--- config.mk ---
export PLATFORM = sky130hd
export DESIGN_NAME = doc_top
export DESIGN_NICKNAME = d
export VERILOG_FILES = /design/src/core/doc_pkg.sv /design/src/core/doc_top.sv
export SDC_FILE = /design/constraint.sdc
export NUM_CORES = 1
export LEC_CHECK = 0
export ABC_AREA = 1
export BUFFER_PORTS_ARGS = -buffer_cell sky130_fd_sc_hd__buf_4
export CAP_MARGIN = 20
export CORE_ASPECT_RATIO = 2
export CORE_MARGIN = 8
export CORE_UTILIZATION = 36
export DETAILED_ROUTE_END_ITERATION = 8
export PLACE_DENSITY = 0.58
export SKIP_CTS_REPAIR_TIMING = 1
export SYNTH_ARGS = -nofsm -noshare
export SYNTH_HDL_FRONTEND = slang
export SYNTH_SLANG_ARGS = --single-unit
--- constraint.sdc ---
create_clock -name clk -period 25.1 [get_ports clk]
set_clock_uncertainty 0.2 [all_clocks]
set_input_delay 6.275 -clock clk [delete_from_list [all_inputs] [get_ports clk]]
set_output_delay 6.275 -clock clk [all_outputs]
set_load 0.01 [all_outputs]
--- src/core/doc_pkg.sv ---
// Package holding the constants of the configurable digital output block.
`default_nettype none
package doc_pkg;
    localparam int N_LOCAL = 8;
    localparam int N_EXP   = 16;
    localparam int N_OUT   = N_LOCAL + 2 * N_EXP;
    localparam int FN_W    = 4;

    // Clock and the millisecond time base used by all timing registers.
    localparam int CLK_MHZ      = 250;
    localparam int TICK_TIME_US = 1000;
    localparam int TICK_CYCLES  = CLK_MHZ * TICK_TIME_US;
    localparam logic [15:0] PULSE_MS = 16'h00C8;

    // Register byte offsets.
    localparam logic [11:0] OFS_LOCAL_MASK = 12'h000;
    localparam logic [11:0] OFS_EXPA_MASK  = 12'h004;
    localparam logic [11:0] OFS_EXPB_MASK  = 12'h008;
    localparam logic [11:0] OFS_XFER_MS    = 12'h00C;
    localparam logic [11:0] OFS_PAUSE_MS   = 12'h010;
    localparam logic [11:0] OFS_LOCAL_STAT = 12'h014;
    localparam logic [11:0] OFS_EXPA_STAT  = 12'h018;
    localparam logic [11:0] OFS_EXPB_STAT  = 12'h01C;
    localparam logic [11:0] OFS_CO_STAT    = 12'h020;
    localparam logic [11:0] OFS_FSEL_BASE  = 12'h040;

    // Reset values.
    localparam logic [7:0]  RST_LOCAL_MASK = 8'h00;
    localparam logic [15:0] RST_EXP_MASK   = 16'h0000;
    localparam logic [15:0] RST_XFER_MS    = 16'h0000;
    localparam logic [15:0] RST_PAUSE_MS   = 16'h0000;

    // Function codes selectable on any output.
    localparam logic [FN_W-1:0] FN_UNASSIGNED      = 4'h0;
    localparam logic [FN_W-1:0] FN_SERIAL          = 4'h1;
    localparam logic [FN_W-1:0] FN_LOGIC           = 4'h2;
    localparam logic [FN_W-1:0] FN_ENERGIZED_STOP  = 4'h3;
    localparam logic [FN_W-1:0] FN_HORN            = 4'h4;
    localparam logic [FN_W-1:0] FN_STARTER         = 4'h5;
    localparam logic [FN_W-1:0] FN_FUEL            = 4'h6;
    localparam logic [FN_W-1:0] FN_MAINS_HOLD_OPEN = 4'h7;
    localparam logic [FN_W-1:0] FN_GEN_HOLD_CLOSED = 4'h8;
    localparam logic [FN_W-1:0] FN_GEN_PULSE_OPEN  = 4'h9;
    localparam logic [FN_W-1:0] FN_GEN_PULSE_CLOSE = 4'hA;

    // Built-in output positions.
    localparam int POS_AUX1  = 0;
    localparam int POS_AUX2  = 1;
    localparam int POS_STARTER = 4;
    localparam int POS_FUEL  = 5;
    localparam int POS_MAINS = 6;
    localparam int POS_GEN   = 7;

    typedef enum logic [1:0] {
        CO_MAINS,
        CO_PAUSE_TO_GEN,
        CO_GEN,
        CO_PAUSE_TO_MAINS
    } doc_co_state_t;
endpackage : doc_pkg
`default_nettype wire

--- src/core/doc_top.sv ---
// Configurable digital output stage with APB register access and change-over control.
//
// Added by the designer: the APB interface to the registers and the address map.
`default_nettype none
module doc_top #(
    parameter int TICK_CYCLES = doc_pkg::TICK_CYCLES
) (
    input  wire logic        clk,
    input  wire logic        rst_n,
    input  wire logic        psel,
    input  wire logic        penable,
    input  wire logic        pwrite,
    input  wire logic [11:0] paddr,
    input  wire logic [31:0] pwdata,
    output logic      [31:0] prdata,
    output logic             pready,
    output logic             pslverr,
    input  wire logic        large_variant,
    input  wire logic [15:0] seq_req,
    input  wire logic [39:0] serial_cmd,
    input  wire logic [39:0] logic_result,
    input  wire logic        load_to_gen,
    input  wire logic        sources_synced,
    output logic      [7:0]  local_out,
    output logic      [15:0] exp_a_out,
    output logic      [15:0] exp_b_out
);
    localparam int NO = doc_pkg::N_OUT;

    logic        rs1_q;
    logic        rs2_q;
    logic        rsn;
    logic        init_done_q;
    logic        large_q;
    logic [7:0]  local_mask_q;
    logic [15:0] expa_mask_q;
    logic [15:0] expb_mask_q;
    logic [15:0] xfer_ms_q;
    logic [15:0] pause_ms_q;
    logic [doc_pkg::FN_W-1:0] fsel_q [NO];
    logic [NO-1:0] out_q;
    logic [NO-1:0] req;
    logic [NO-1:0] mask;
    logic [15:0] func_req;
    logic [31:0] rdata_d;
    logic        rerr_d;
    logic        setup;
    logic        wr_en;
    logic [31:0] tick_cnt_q;
    logic        tick;
    doc_pkg::doc_co_state_t co_q;
    logic [15:0] xfer_cnt_q;
    logic [15:0] pause_cnt_q;
    logic [15:0] open_pulse_q;
    logic [15:0] close_pulse_q;
    logic        xfer_done;

    // Reset is released through two flip-flops so every register behind them leaves reset together.
    always_ff @(posedge clk or negedge rst_n) begin
        if (!rst_n) begin
            rs1_q <= 1'b0;
            rs2_q <= 1'b0;
        end else begin
            rs1_q <= 1'b1;
            rs2_q <= rs1_q;
        end
    end
    assign rsn = rs2_q;

    function automatic logic fsel_hit(input logic [11:0] a);
        fsel_hit = (a >= doc_pkg::OFS_FSEL_BASE) && (a[1:0] == 2'b00)
                && (a < doc_pkg::OFS_FSEL_BASE + 12'(4 * NO));
    endfunction : fsel_hit

    function automatic int fsel_idx(input logic [11:0] a);
        fsel_idx = int'((a - doc_pkg::OFS_FSEL_BASE) >> 2);
    endfunction : fsel_idx

    assign setup = psel && !penable;
    assign wr_en = psel && penable && pwrite;

    // The variant strap is sampled once, right after reset release, never inside reset.
    always_ff @(posedge clk or negedge rsn) begin
        if (!rsn) begin
            init_done_q <= 1'b0;
            large_q     <= 1'b0;
        end else if (!init_done_q) begin
            init_done_q <= 1'b1;
            large_q     <= large_variant;
        end
    end

    // Polarity masks and change-over timing registers.
    always_ff @(posedge clk or negedge rsn) begin
        if (!rsn) begin
            local_mask_q <= doc_pkg::RST_LOCAL_MASK;
            expa_mask_q  <= doc_pkg::RST_EXP_MASK;
            expb_mask_q  <= doc_pkg::RST_EXP_MASK;
            xfer_ms_q    <= doc_pkg::RST_XFER_MS;
            pause_ms_q   <= doc_pkg::RST_PAUSE_MS;
        end else if (wr_en) begin
            unique case (paddr)
                doc_pkg::OFS_LOCAL_MASK: local_mask_q <= pwdata[7:0];
                doc_pkg::OFS_EXPA_MASK:  expa_mask_q  <= pwdata[15:0];
                doc_pkg::OFS_EXPB_MASK:  expb_mask_q  <= pwdata[15:0];
                doc_pkg::OFS_XFER_MS:    xfer_ms_q    <= pwdata[15:0];
                doc_pkg::OFS_PAUSE_MS:   pause_ms_q   <= pwdata[15:0];
                default: ;
            endcase
        end
    end

    // Function selections; relay defaults follow the strap, loaded in the first cycle.
    always_ff @(posedge clk or negedge rsn) begin
        if (!rsn) begin
            for (int i = 0; i < NO; i++) begin
                fsel_q[i] <= doc_pkg::FN_UNASSIGNED;
            end
        end else if (!init_done_q) begin
            fsel_q[doc_pkg::POS_AUX1]    <= doc_pkg::FN_ENERGIZED_STOP;
            fsel_q[doc_pkg::POS_AUX2]    <= doc_pkg::FN_HORN;
            fsel_q[doc_pkg::POS_STARTER] <= doc_pkg::FN_STARTER;
            fsel_q[doc_pkg::POS_FUEL]    <= doc_pkg::FN_FUEL;
            if (large_variant) begin
                fsel_q[doc_pkg::POS_MAINS] <= doc_pkg::FN_GEN_PULSE_OPEN;
                fsel_q[doc_pkg::POS_GEN]   <= doc_pkg::FN_GEN_PULSE_CLOSE;
            end else begin
                fsel_q[doc_pkg::POS_MAINS] <= doc_pkg::FN_MAINS_HOLD_OPEN;
                fsel_q[doc_pkg::POS_GEN]   <= doc_pkg::FN_GEN_HOLD_CLOSED;
            end
        end else if (wr_en && fsel_hit(paddr)) begin
            fsel_q[fsel_idx(paddr)] <= pwdata[doc_pkg::FN_W-1:0];
        end
    end

    // Millisecond time base shared by transfer, pause and pulse timers.
    always_ff @(posedge clk or negedge rsn) begin
        if (!rsn) begin
            tick_cnt_q <= 32'h0000_0000;
        end else if (tick_cnt_q == 32'(TICK_CYCLES - 1)) begin
            tick_cnt_q <= 32'h0000_0000;
        end else begin
            tick_cnt_q <= tick_cnt_q + 32'h0000_0001;
        end
    end
    assign tick = (tick_cnt_q == 32'(TICK_CYCLES - 1));

    assign xfer_done = (xfer_cnt_q == 16'h0000);

    // Change-over sequencer. Breakers are only ever closed one at a time, so the
    // synchronized-overlap case is never needed; the sync input only shortens the pause.
    always_ff @(posedge clk or negedge rsn) begin
        if (!rsn) begin
            co_q        <= doc_pkg::CO_MAINS;
            xfer_cnt_q  <= 16'h0000;
            pause_cnt_q <= 16'h0000;
        end else begin
            if (!xfer_done && tick) begin
                xfer_cnt_q <= xfer_cnt_q - 16'h0001;
            end
            if (pause_cnt_q != 16'h0000 && tick) begin
                pause_cnt_q <= pause_cnt_q - 16'h0001;
            end
            unique case (co_q)
                doc_pkg::CO_MAINS: begin
                    if (load_to_gen && xfer_done) begin
                        co_q        <= doc_pkg::CO_PAUSE_TO_GEN;
                        xfer_cnt_q  <= xfer_ms_q;
                        pause_cnt_q <= pause_ms_q;
                    end
                end
                doc_pkg::CO_PAUSE_TO_GEN: begin
                    if (pause_cnt_q == 16'h0000 || sources_synced) begin
                        co_q <= doc_pkg::CO_GEN;
                    end
                end
                doc_pkg::CO_GEN: begin
                    if (!load_to_gen && xfer_done) begin
                        co_q        <= doc_pkg::CO_PAUSE_TO_MAINS;
                        xfer_cnt_q  <= xfer_ms_q;
                        pause_cnt_q <= pause_ms_q;
                    end
                end
                doc_pkg::CO_PAUSE_TO_MAINS: begin
                    if (pause_cnt_q == 16'h0000 || sources_synced) begin
                        co_q <= doc_pkg::CO_MAINS;
                    end
                end
            endcase
        end
    end

    // Pulsed breaker coils fire on entry to and exit from the generator state.
    always_ff @(posedge clk or negedge rsn) begin
        if (!rsn) begin
            open_pulse_q  <= 16'h0000;
            close_pulse_q <= 16'h0000;
        end else begin
            if (co_q == doc_pkg::CO_PAUSE_TO_GEN
                    && (pause_cnt_q == 16'h0000 || sources_synced)) begin
                close_pulse_q <= doc_pkg::PULSE_MS;
            end else if (close_pulse_q != 16'h0000 && tick) begin
                close_pulse_q <= close_pulse_q - 16'h0001;
            end
            if (co_q == doc_pkg::CO_GEN && !load_to_gen && xfer_done) begin
                open_pulse_q <= doc_pkg::PULSE_MS;
            end else if (open_pulse_q != 16'h0000 && tick) begin
                open_pulse_q <= open_pulse_q - 16'h0001;
            end
        end
    end

    // Requests of every function code; change-over codes come from the sequencer above.
    always_comb begin
        func_req = seq_req;
        func_req[doc_pkg::FN_UNASSIGNED]      = 1'b0;
        func_req[doc_pkg::FN_SERIAL]          = 1'b0;
        func_req[doc_pkg::FN_LOGIC]           = 1'b0;
        func_req[doc_pkg::FN_MAINS_HOLD_OPEN] = (co_q != doc_pkg::CO_MAINS);
        func_req[doc_pkg::FN_GEN_HOLD_CLOSED] = (co_q == doc_pkg::CO_GEN);
        func_req[doc_pkg::FN_GEN_PULSE_OPEN]  = (open_pulse_q != 16'h0000);
        func_req[doc_pkg::FN_GEN_PULSE_CLOSE] = (close_pulse_q != 16'h0000);
    end

    assign mask = {expb_mask_q, expa_mask_q, local_mask_q};

    genvar g;
    generate
        for (g = 0; g < NO; g++) begin : g_sel
            always_comb begin
                unique case (fsel_q[g])
                    doc_pkg::FN_SERIAL: req[g] = serial_cmd[g];
                    doc_pkg::FN_LOGIC:  req[g] = logic_result[g];
                    default:            req[g] = func_req[fsel_q[g]];
                endcase
            end
        end
    endgenerate

    // Registered outputs; out_q is cleared in reset, so every pin rests inactive.
    always_ff @(posedge clk or negedge rsn) begin
        if (!rsn) begin
            out_q <= 40'h00_0000_0000;
        end else begin
            out_q <= req ^ mask;
        end
    end

    assign local_out = out_q[7:0];
    assign exp_a_out = out_q[23:8];
    assign exp_b_out = out_q[39:24];

    // Read data is captured in the setup phase so the access phase needs no wait.
    always_comb begin
        rdata_d = 32'h0000_0000;
        rerr_d  = 1'b0;
        if (fsel_hit(paddr)) begin
            rdata_d[doc_pkg::FN_W-1:0] = fsel_q[fsel_idx(paddr)];
        end else begin
            unique case (paddr)
                doc_pkg::OFS_LOCAL_MASK: rdata_d[7:0]  = local_mask_q;
                doc_pkg::OFS_EXPA_MASK:  rdata_d[15:0] = expa_mask_q;
                doc_pkg::OFS_EXPB_MASK:  rdata_d[15:0] = expb_mask_q;
                doc_pkg::OFS_XFER_MS:    rdata_d[15:0] = xfer_ms_q;
                doc_pkg::OFS_PAUSE_MS:   rdata_d[15:0] = pause_ms_q;
                doc_pkg::OFS_LOCAL_STAT: rdata_d[7:0]  = out_q[7:0];
                doc_pkg::OFS_EXPA_STAT:  rdata_d[15:0] = out_q[23:8];
                doc_pkg::OFS_EXPB_STAT:  rdata_d[15:0] = out_q[39:24];
                doc_pkg::OFS_CO_STAT:    rdata_d[3:0]  = {large_q, xfer_done, co_q};
                default:                 rerr_d = 1'b1;
            endcase
        end
    end

    always_ff @(posedge clk or negedge rsn) begin
        if (!rsn) begin
            prdata  <= 32'h0000_0000;
            pslverr <= 1'b0;
        end else if (setup) begin
            prdata  <= pwrite ? 32'h0000_0000 : rdata_d;
            pslverr <= rerr_d;
        end
    end

    assign pready = psel && penable;
endmodule : doc_top
`default_nettype wire

==> results_dict.tcl, run 1 <==
set metrics [dict create \
    clk_pin_slew_ns 0.06 \
    cts_max_path_buffers 3 \
    clock_latency_ns 0.59 \
    grt.overflow.total 0 \
    ys_top_cells_by_area "dfrtp_1 (36%), nand2_1 (16%), o21ai_0 (7.0%)" \
    syn_area_mm2 0.0270 \
    synth_top_cell_by_area "dfrtp_1" \
    yosys.cell_types.count 48 \
    p_int_w 0.00114 \
    regMostFlops "fsel_q" \
    first_pass_iters 6 \
    avgRoutedWirePerCell_um 23.1 \
    drcViolationCount 0 \
    maxSlewViolCount 0 \
    synth_warnings 0 \
    initial_utilization_pct 36.2 \
    switching_share_pct 33.2 \
    grt_max_degree 161 \
    drv_cap 0 \
    syn_avg_cell_area_um2 6.54 \
    io-pin-count 222 \
    dp_hpwl_mm 87.8 \
    status "finished clean" \
    worst_ep_arrival_time_ns 6.74 \
    synth_ff_type "dfrtp_1" \
    slew_headroom_pct 29.5 \
    dr_wl_met3_mm 8.00 \
    met2_wirelength_mm 57.9 \
    vias_per_cell 5.60 \
    insertedDiodeCount 0 \
    htreeDepth 2 \
    drt_iter0_markers 2543 \
    drive_gt1_share_pct 8.47 \
    largest_reg_flops 160 \
    antenna_found_initial 1 \
    cts_buffers 43 \
    synthCells 4126 \
    powerDensity_mw_per_mm2 55.9 \
    tns_ns 0 \
    fill_cells 7990 \
    p_sw_w 0.000566 \
    rsz0062_at_grt "no" \
    clkPwrFrac_pct 39.8 \
    critPathMaxFanout 2 \
    setup_violations 0 \
    critPathLaunchType "input port" \
    fin_util_pct 40.9 \
    gp_congestion 0.972 \
    comb_power_share_pct 20.8 \
    nets 4380 \
    worstSetupStartpoint "penable" \
    wl_mm 120 \
    fin_crit_sh_pct 52.7 \
    pwr-share-seq_pct 39.4 \
    ys_seq_elements 391 \
    die_h_um 403 \
    layout_min_cycle_time_ns 13.22 \
    area_delta_synth_final_pct 13.1 \
    die-area_mm2 0.0846 \
    yosysTopAreaCellShare_pct 36.2 \
    grt_pass1_vias 28100 \
    end_kind "primary output" \
    synth-seq-area-share_pct 36.2 \
    synth_edf_count 0 \
    antenna_left 0 \
    p_leak_nw 14.3 \
    cts_tree "yes" \
    worstMarginPinSlew_ns 1.06 \
    crit_type "input port to primary output" \
    r2r_start "close_pulse_q[0]" \
    hold_viol 0 \
    worstHoldPathType "flop to async pin" \
    fmax_ghz 0.0757 \
    synthArstFlopShare_pct 100 \
    fp.coreArea_mm2 0.0746 \
    cts_sinks 391 \
    top_regs "fsel_q: 160 flops, out_q: 40 flops, tick_cnt_q: 32 flops" \
    num_vias 29100 \
    power_w 0.00171 \
    required_ns 18.62 \
    wl_met1_mm 42.6 \
    port_buffers 182 \
    clock-root-buffer "clkbuf_16" \
    maxUsedRoutingLayer "met4" \
    hold_ws_ns 0.134 \
    die_w_um 210 \
    irDropWorstVdd_mv 0.0390 \
    grt_pass1_wl_mm 176 \
    grt_usage_pct 27.6 \
    rows 142 \
]
==> cells in the final DEF, fill, tap and decap left out, types with 44 or more instances in the layout <==
master	netlist	final
nand3_1	258	256
a21oi_1	273	273
nand4_1	69	69
nor2_1	310	308
o21ai_1	134	134
dfrtp_1	391	390
o21ai_0	376	376
nor3_1	145	145
nand3b_1	45	45
nand2_1	1177	1176
buf_4	20	206
xor2_1	47	47
inv_1	460	459
clkbuf_16	0	44
o22ai_1	65	65
==> power groups by stage <==
| stage | combinational, W | clock [W] | sequential (W) |
|---|---|---|---|
| finish | 0.000355 | 0.000678 | 0.000673 |
| global route | 0.000388 | 0.000712 | 0.000675 |
| CTS | 0.000348 | 0.000692 | 0.000672 |
| detailed placement | 0.000348 | 0 | 0.000684 |
| global placement | 0.000343 | 0 | 0.000684 |
| floorplan | 0.000215 | 0 | 0.000685 |
==> logic make-up (layout without fill, tap and decap cells) <==
group,after synthesis,count (layout),synth area share (%)
AOI/OAI and AO/OA,913,913,18.0
xor gates and xnor gates,64,64,2.08
adders and majority gates,14,14,0.649
buffers and inverters,660,768,9.66
DFF,391,391,36.2
other,2,18,0.0278
and+or+nand+nor,2082,2082,33.4
==> cells in the mapped netlist (2+ instances only) <==
| cell type | n |
|---|---|
| a21oi_1 | 273 |
| a22oi_1 | 8 |
| a41oi_1 | 20 |
| buf_1 | 9 |
| buf_2 | 16 |
| buf_4 | 20 |
| buf_6 | 3 |
| clkbuf_1 | 129 |
| clkinv_1 | 4 |
| conb_1 | 2 |
| dfrtp_1 | 391 |
| ha_1 | 14 |
| inv_1 | 460 |
| inv_2 | 17 |
| nand2_1 | 1177 |
| nand2_2 | 24 |
| nand3_1 | 258 |
| nand3_2 | 2 |
| nand3_4 | 3 |
| nand3b_1 | 45 |
| nand4_1 | 69 |
| nand4_2 | 6 |
| nand4_4 | 3 |
| nor2_1 | 310 |
| nor2_2 | 12 |
| nor2_4 | 3 |
| nor3_1 | 145 |
| nor3b_1 | 4 |
| nor4_1 | 18 |
| o2111ai_1 | 5 |
| o211ai_1 | 13 |
| o21ai_0 | 376 |
| o21ai_1 | 134 |
| o21bai_1 | 2 |
| o22ai_1 | 65 |
| o31ai_1 | 12 |
| xnor2_1 | 17 |
| xor2_1 | 47 |
==> critical path, cell delays in order <==
cell	delay, ns
buf_4	0.11
nand2_1	0.15
inv_1	0.06
buf_4	0.14
==> routing by layer <==
metal / global-route usage, % / vias to the layer above
li1: - / 13800
met1: 29.7 / 13500
met2: 47.9 / 1325
met3: 3.89 / 445
met4: 22.4 / 0
met5: 0 / -
==> stage by stage <==
stage          area [um^2]  setup slack, ns  instances
6_report             30500            11.88       5186
5_1_grt              30500            11.81       5186
4_1_cts              30500            11.87       5184
3_5_place_dp         29100            11.88       5107
3_3_place_gp         29100            11.88       5107
2_1_floorplan        27100            12.22       4142
==> final timing paths <==
kind	end	slack, ns	cells after the start
max	pready	11.88	4
min reg2reg	fsel_q[51]	0.13	0
min	fsel_q[51]	0.13	0
min in group clk	rs2_q	0.15	0
max in group asynchronous	rs2_q	19.34	1
max reg2reg	close_pulse_q[7]	21.65	9
==> layout make-up <==
cell class	count	area [um^2]	area share, %
clock buffers	57	1190	3.90
flip-flops and latches	391	9790	32.0
multi-input cells	3091	14700	48.2
clock inverters	20	251	0.823
well taps	936	1170	3.83
repair buffers	209	1610	5.28
inverters	482	1810	5.93
Note: power is estimated with default switching activity, not from simulation.
==> inputs of run 2 (changes only) <==
ABC_AREA = 0   (was 1)
clock period = 13.4 ns   (was 25.1 ns; I/O delays follow)
==> run 2 against run 1 <==
Against the previous run:
- clock-buffer cell count did not move
- non-clock buffer count fell by 4
- die area fell by 5.1%
- synthesized area fell by 5.5%
- worst hold slack improved by 0.026 ns
- critical path depth fell by 1
- cell area fell by 5.9%
==> results_dict.tcl, run 2 <==
set metrics [dict create \
    status "finished clean" \
    die-area_mm2 0.0802 \
    port_buffers 182 \
    grt_pass1_wl_mm 130 \
    drv_cap 0 \
    worstHoldPathCells 0 \
    fmax_ghz 0.137 \
    holdPathEnd "rs2_q" \
    nets 2713 \
    p_leak_nw 12.2 \
    synth-seq-area-share_pct 38.3 \
    r2r_start "open_pulse_q[0]" \
    min_from "rs1_q" \
    io-pin-count 222 \
    largest_reg_flops 160 \
    vias_per_cell 6.03 \
    drt_iter0_markers 1829 \
    num_vias 21100 \
    critPathLaunchType "input port" \
    end_kind "primary output" \
    setup_violations 0 \
    die_w_um 204 \
    gp_congestion 0.909 \
    synth_top_cell_by_area "dfrtp_1" \
    worst_ep_arrival_time_ns 3.75 \
    fin_crit_sh_pct 54.5 \
    cts_tree "yes" \
    dp_hpwl_mm 58.3 \
    powerDensity_mw_per_mm2 96.6 \
    maxUsedRoutingLayer "met5" \
    syn_area_mm2 0.0255 \
    power_w 0.00278 \
    initial_utilization_pct 36.2 \
    r2r_slack_ns 9.95 \
    wl_met1_mm 38.0 \
    area_delta_synth_final_pct 12.6 \
    first_pass_iters 5 \
    syn_avg_cell_area_um2 10.1 \
    yosys.cell_count.top_type "dfrtp_1" \
    crit_type "input port to primary output" \
    grt_pass1_vias 20400 \
    dr_wl_met3_mm 7.26 \
    drive_gt1_share_pct 25.6 \
    required_ns 9.85 \
    synthArstFlopShare_pct 100 \
    hold_viol 0 \
    yosysTopAreaCellShare_pct 38.3 \
    ys_top_cells_by_area "dfrtp_1 (38%), mux2_2 (10%), mux4_2 (9.4%)" \
    grt_max_degree 73 \
    worstMarginPinSlew_ns 1.11 \
    maxSlewViolCount 0 \
    fp.coreArea_mm2 0.0704 \
    die_h_um 393 \
    final_cell_mix "dfrtp_1 (390), mux2_2 (235), nor2_1 (225)" \
    layout_min_cycle_time_ns 7.30 \
    avgRoutedWirePerCell_um 24.7 \
    htreeDepth 2 \
    clk_pin_slew_ns 0.06 \
    clock-root-buffer "clkbuf_16" \
    wl_mm 86.4 \
    antenna_left 0 \
    tns_ns 0 \
    worstHoldPathType "flop to flop" \
    clock_latency_ns 0.57 \
    grt_usage_pct 21.0 \
    slew_headroom_pct 25.4 \
    regMostFlops "fsel_q" \
    cts_buffers 41 \
    antenna_found_initial 4 \
    yosys.cell_types.count 81 \
    rsz0062_at_grt "no" \
    rr_endpoint "out_q[20]" \
    synthCells 2520 \
    synth_warnings 0 \
    final_common_cell "dfrtp_1" \
    grt.overflow.total 0 \
    synth_commonest_cells "dfrtp_1 (391), mux2_2 (235), nor2_1 (225)" \
    ys_seq_elements 391 \
    r2r_cells 8 \
    synth_ff_type "dfrtp_1" \
    met2_wirelength_mm 37.6 \
    fin_util_pct 40.8 \
    irDropWorstVdd_mv 0.0990 \
    rows 138 \
    drcViolationCount 0 \
    cts_sinks 391 \
    top_regs "fsel_q: 160 flops, out_q: 40 flops, tick_cnt_q: 32 flops" \
    synth_edf_count 0 \
    critPathMaxFanout 4 \
    cts_max_path_buffers 3 \
]
run 2: final cells by class:
class | count | area [um^2]
Multi-Input combinational cell | 1851 | 14600
Timing Repair Buffer | 205 | 1540
Clock inverter | 19 | 259
Clock buffer | 57 | 1190
Inverter | 61 | 229
Tap cell | 910 | 1140
Fill cell | 6867 | 41700
Antenna cell | 1 | 2.50
Sequential cell | 391 | 9790
run 2: metrics by stage:
step | std cells | worst slack, ns | area, um^2 | hold slack [ns]
final | 3495 | 6.10 | 28700 | 0.160
after detailed placement | 3417 | 6.10 | 27300 | 0.152
after global placement | 3417 | 6.10 | 27300 | 0.136
after floorplan | 2536 | 1.50 | 25600 | 0.131
after global routing | 3494 | 6.08 | 28700 | 0.180
after CTS | 3493 | 6.10 | 28700 | 0.166
run 2: how the worst max path moves through the flow:
stage,cells past startpoint,end,startpoint
final,3,pready,penable
after global routing,3,pready,penable
after detailed placement,3,pready,penable
after floorplan,0,close_pulse_q[0],rs2_q
after global placement,3,pready,penable
after CTS,3,pready,penable
run 2: cell families after synthesis:
| kind of cell | synth area share (%) |
|---|---|
| AOI/OAI and AO/OA | 11.7 |
| xor gates and xnor gates | 4.08 |
| adders and majority gates | 0.686 |
| buffers and inverters | 4.88 |
| DFF | 38.3 |
| muxes | 22.2 |
| other | 0.0294 |
| and+or+nand+nor | 18.1 |
run 2: where the power goes:
part           switching [W]  internal, W
registers          0.0000277      0.00120
clock network       0.000511     0.000723
logic               0.000210     0.000101
total               0.000749      0.00203
run 2: routing by layer:
layer  up-vias  track usage (%)
met3       144             4.36
met5         -                0
li1       9364                -
met4         4             8.27
met1     10700             29.7
met2       862             31.1
run 2: worst max-delay path, cell delays in order:
cell and delay (ns):
buf_4 0.12, and2_1 0.14, buf_4 0.14
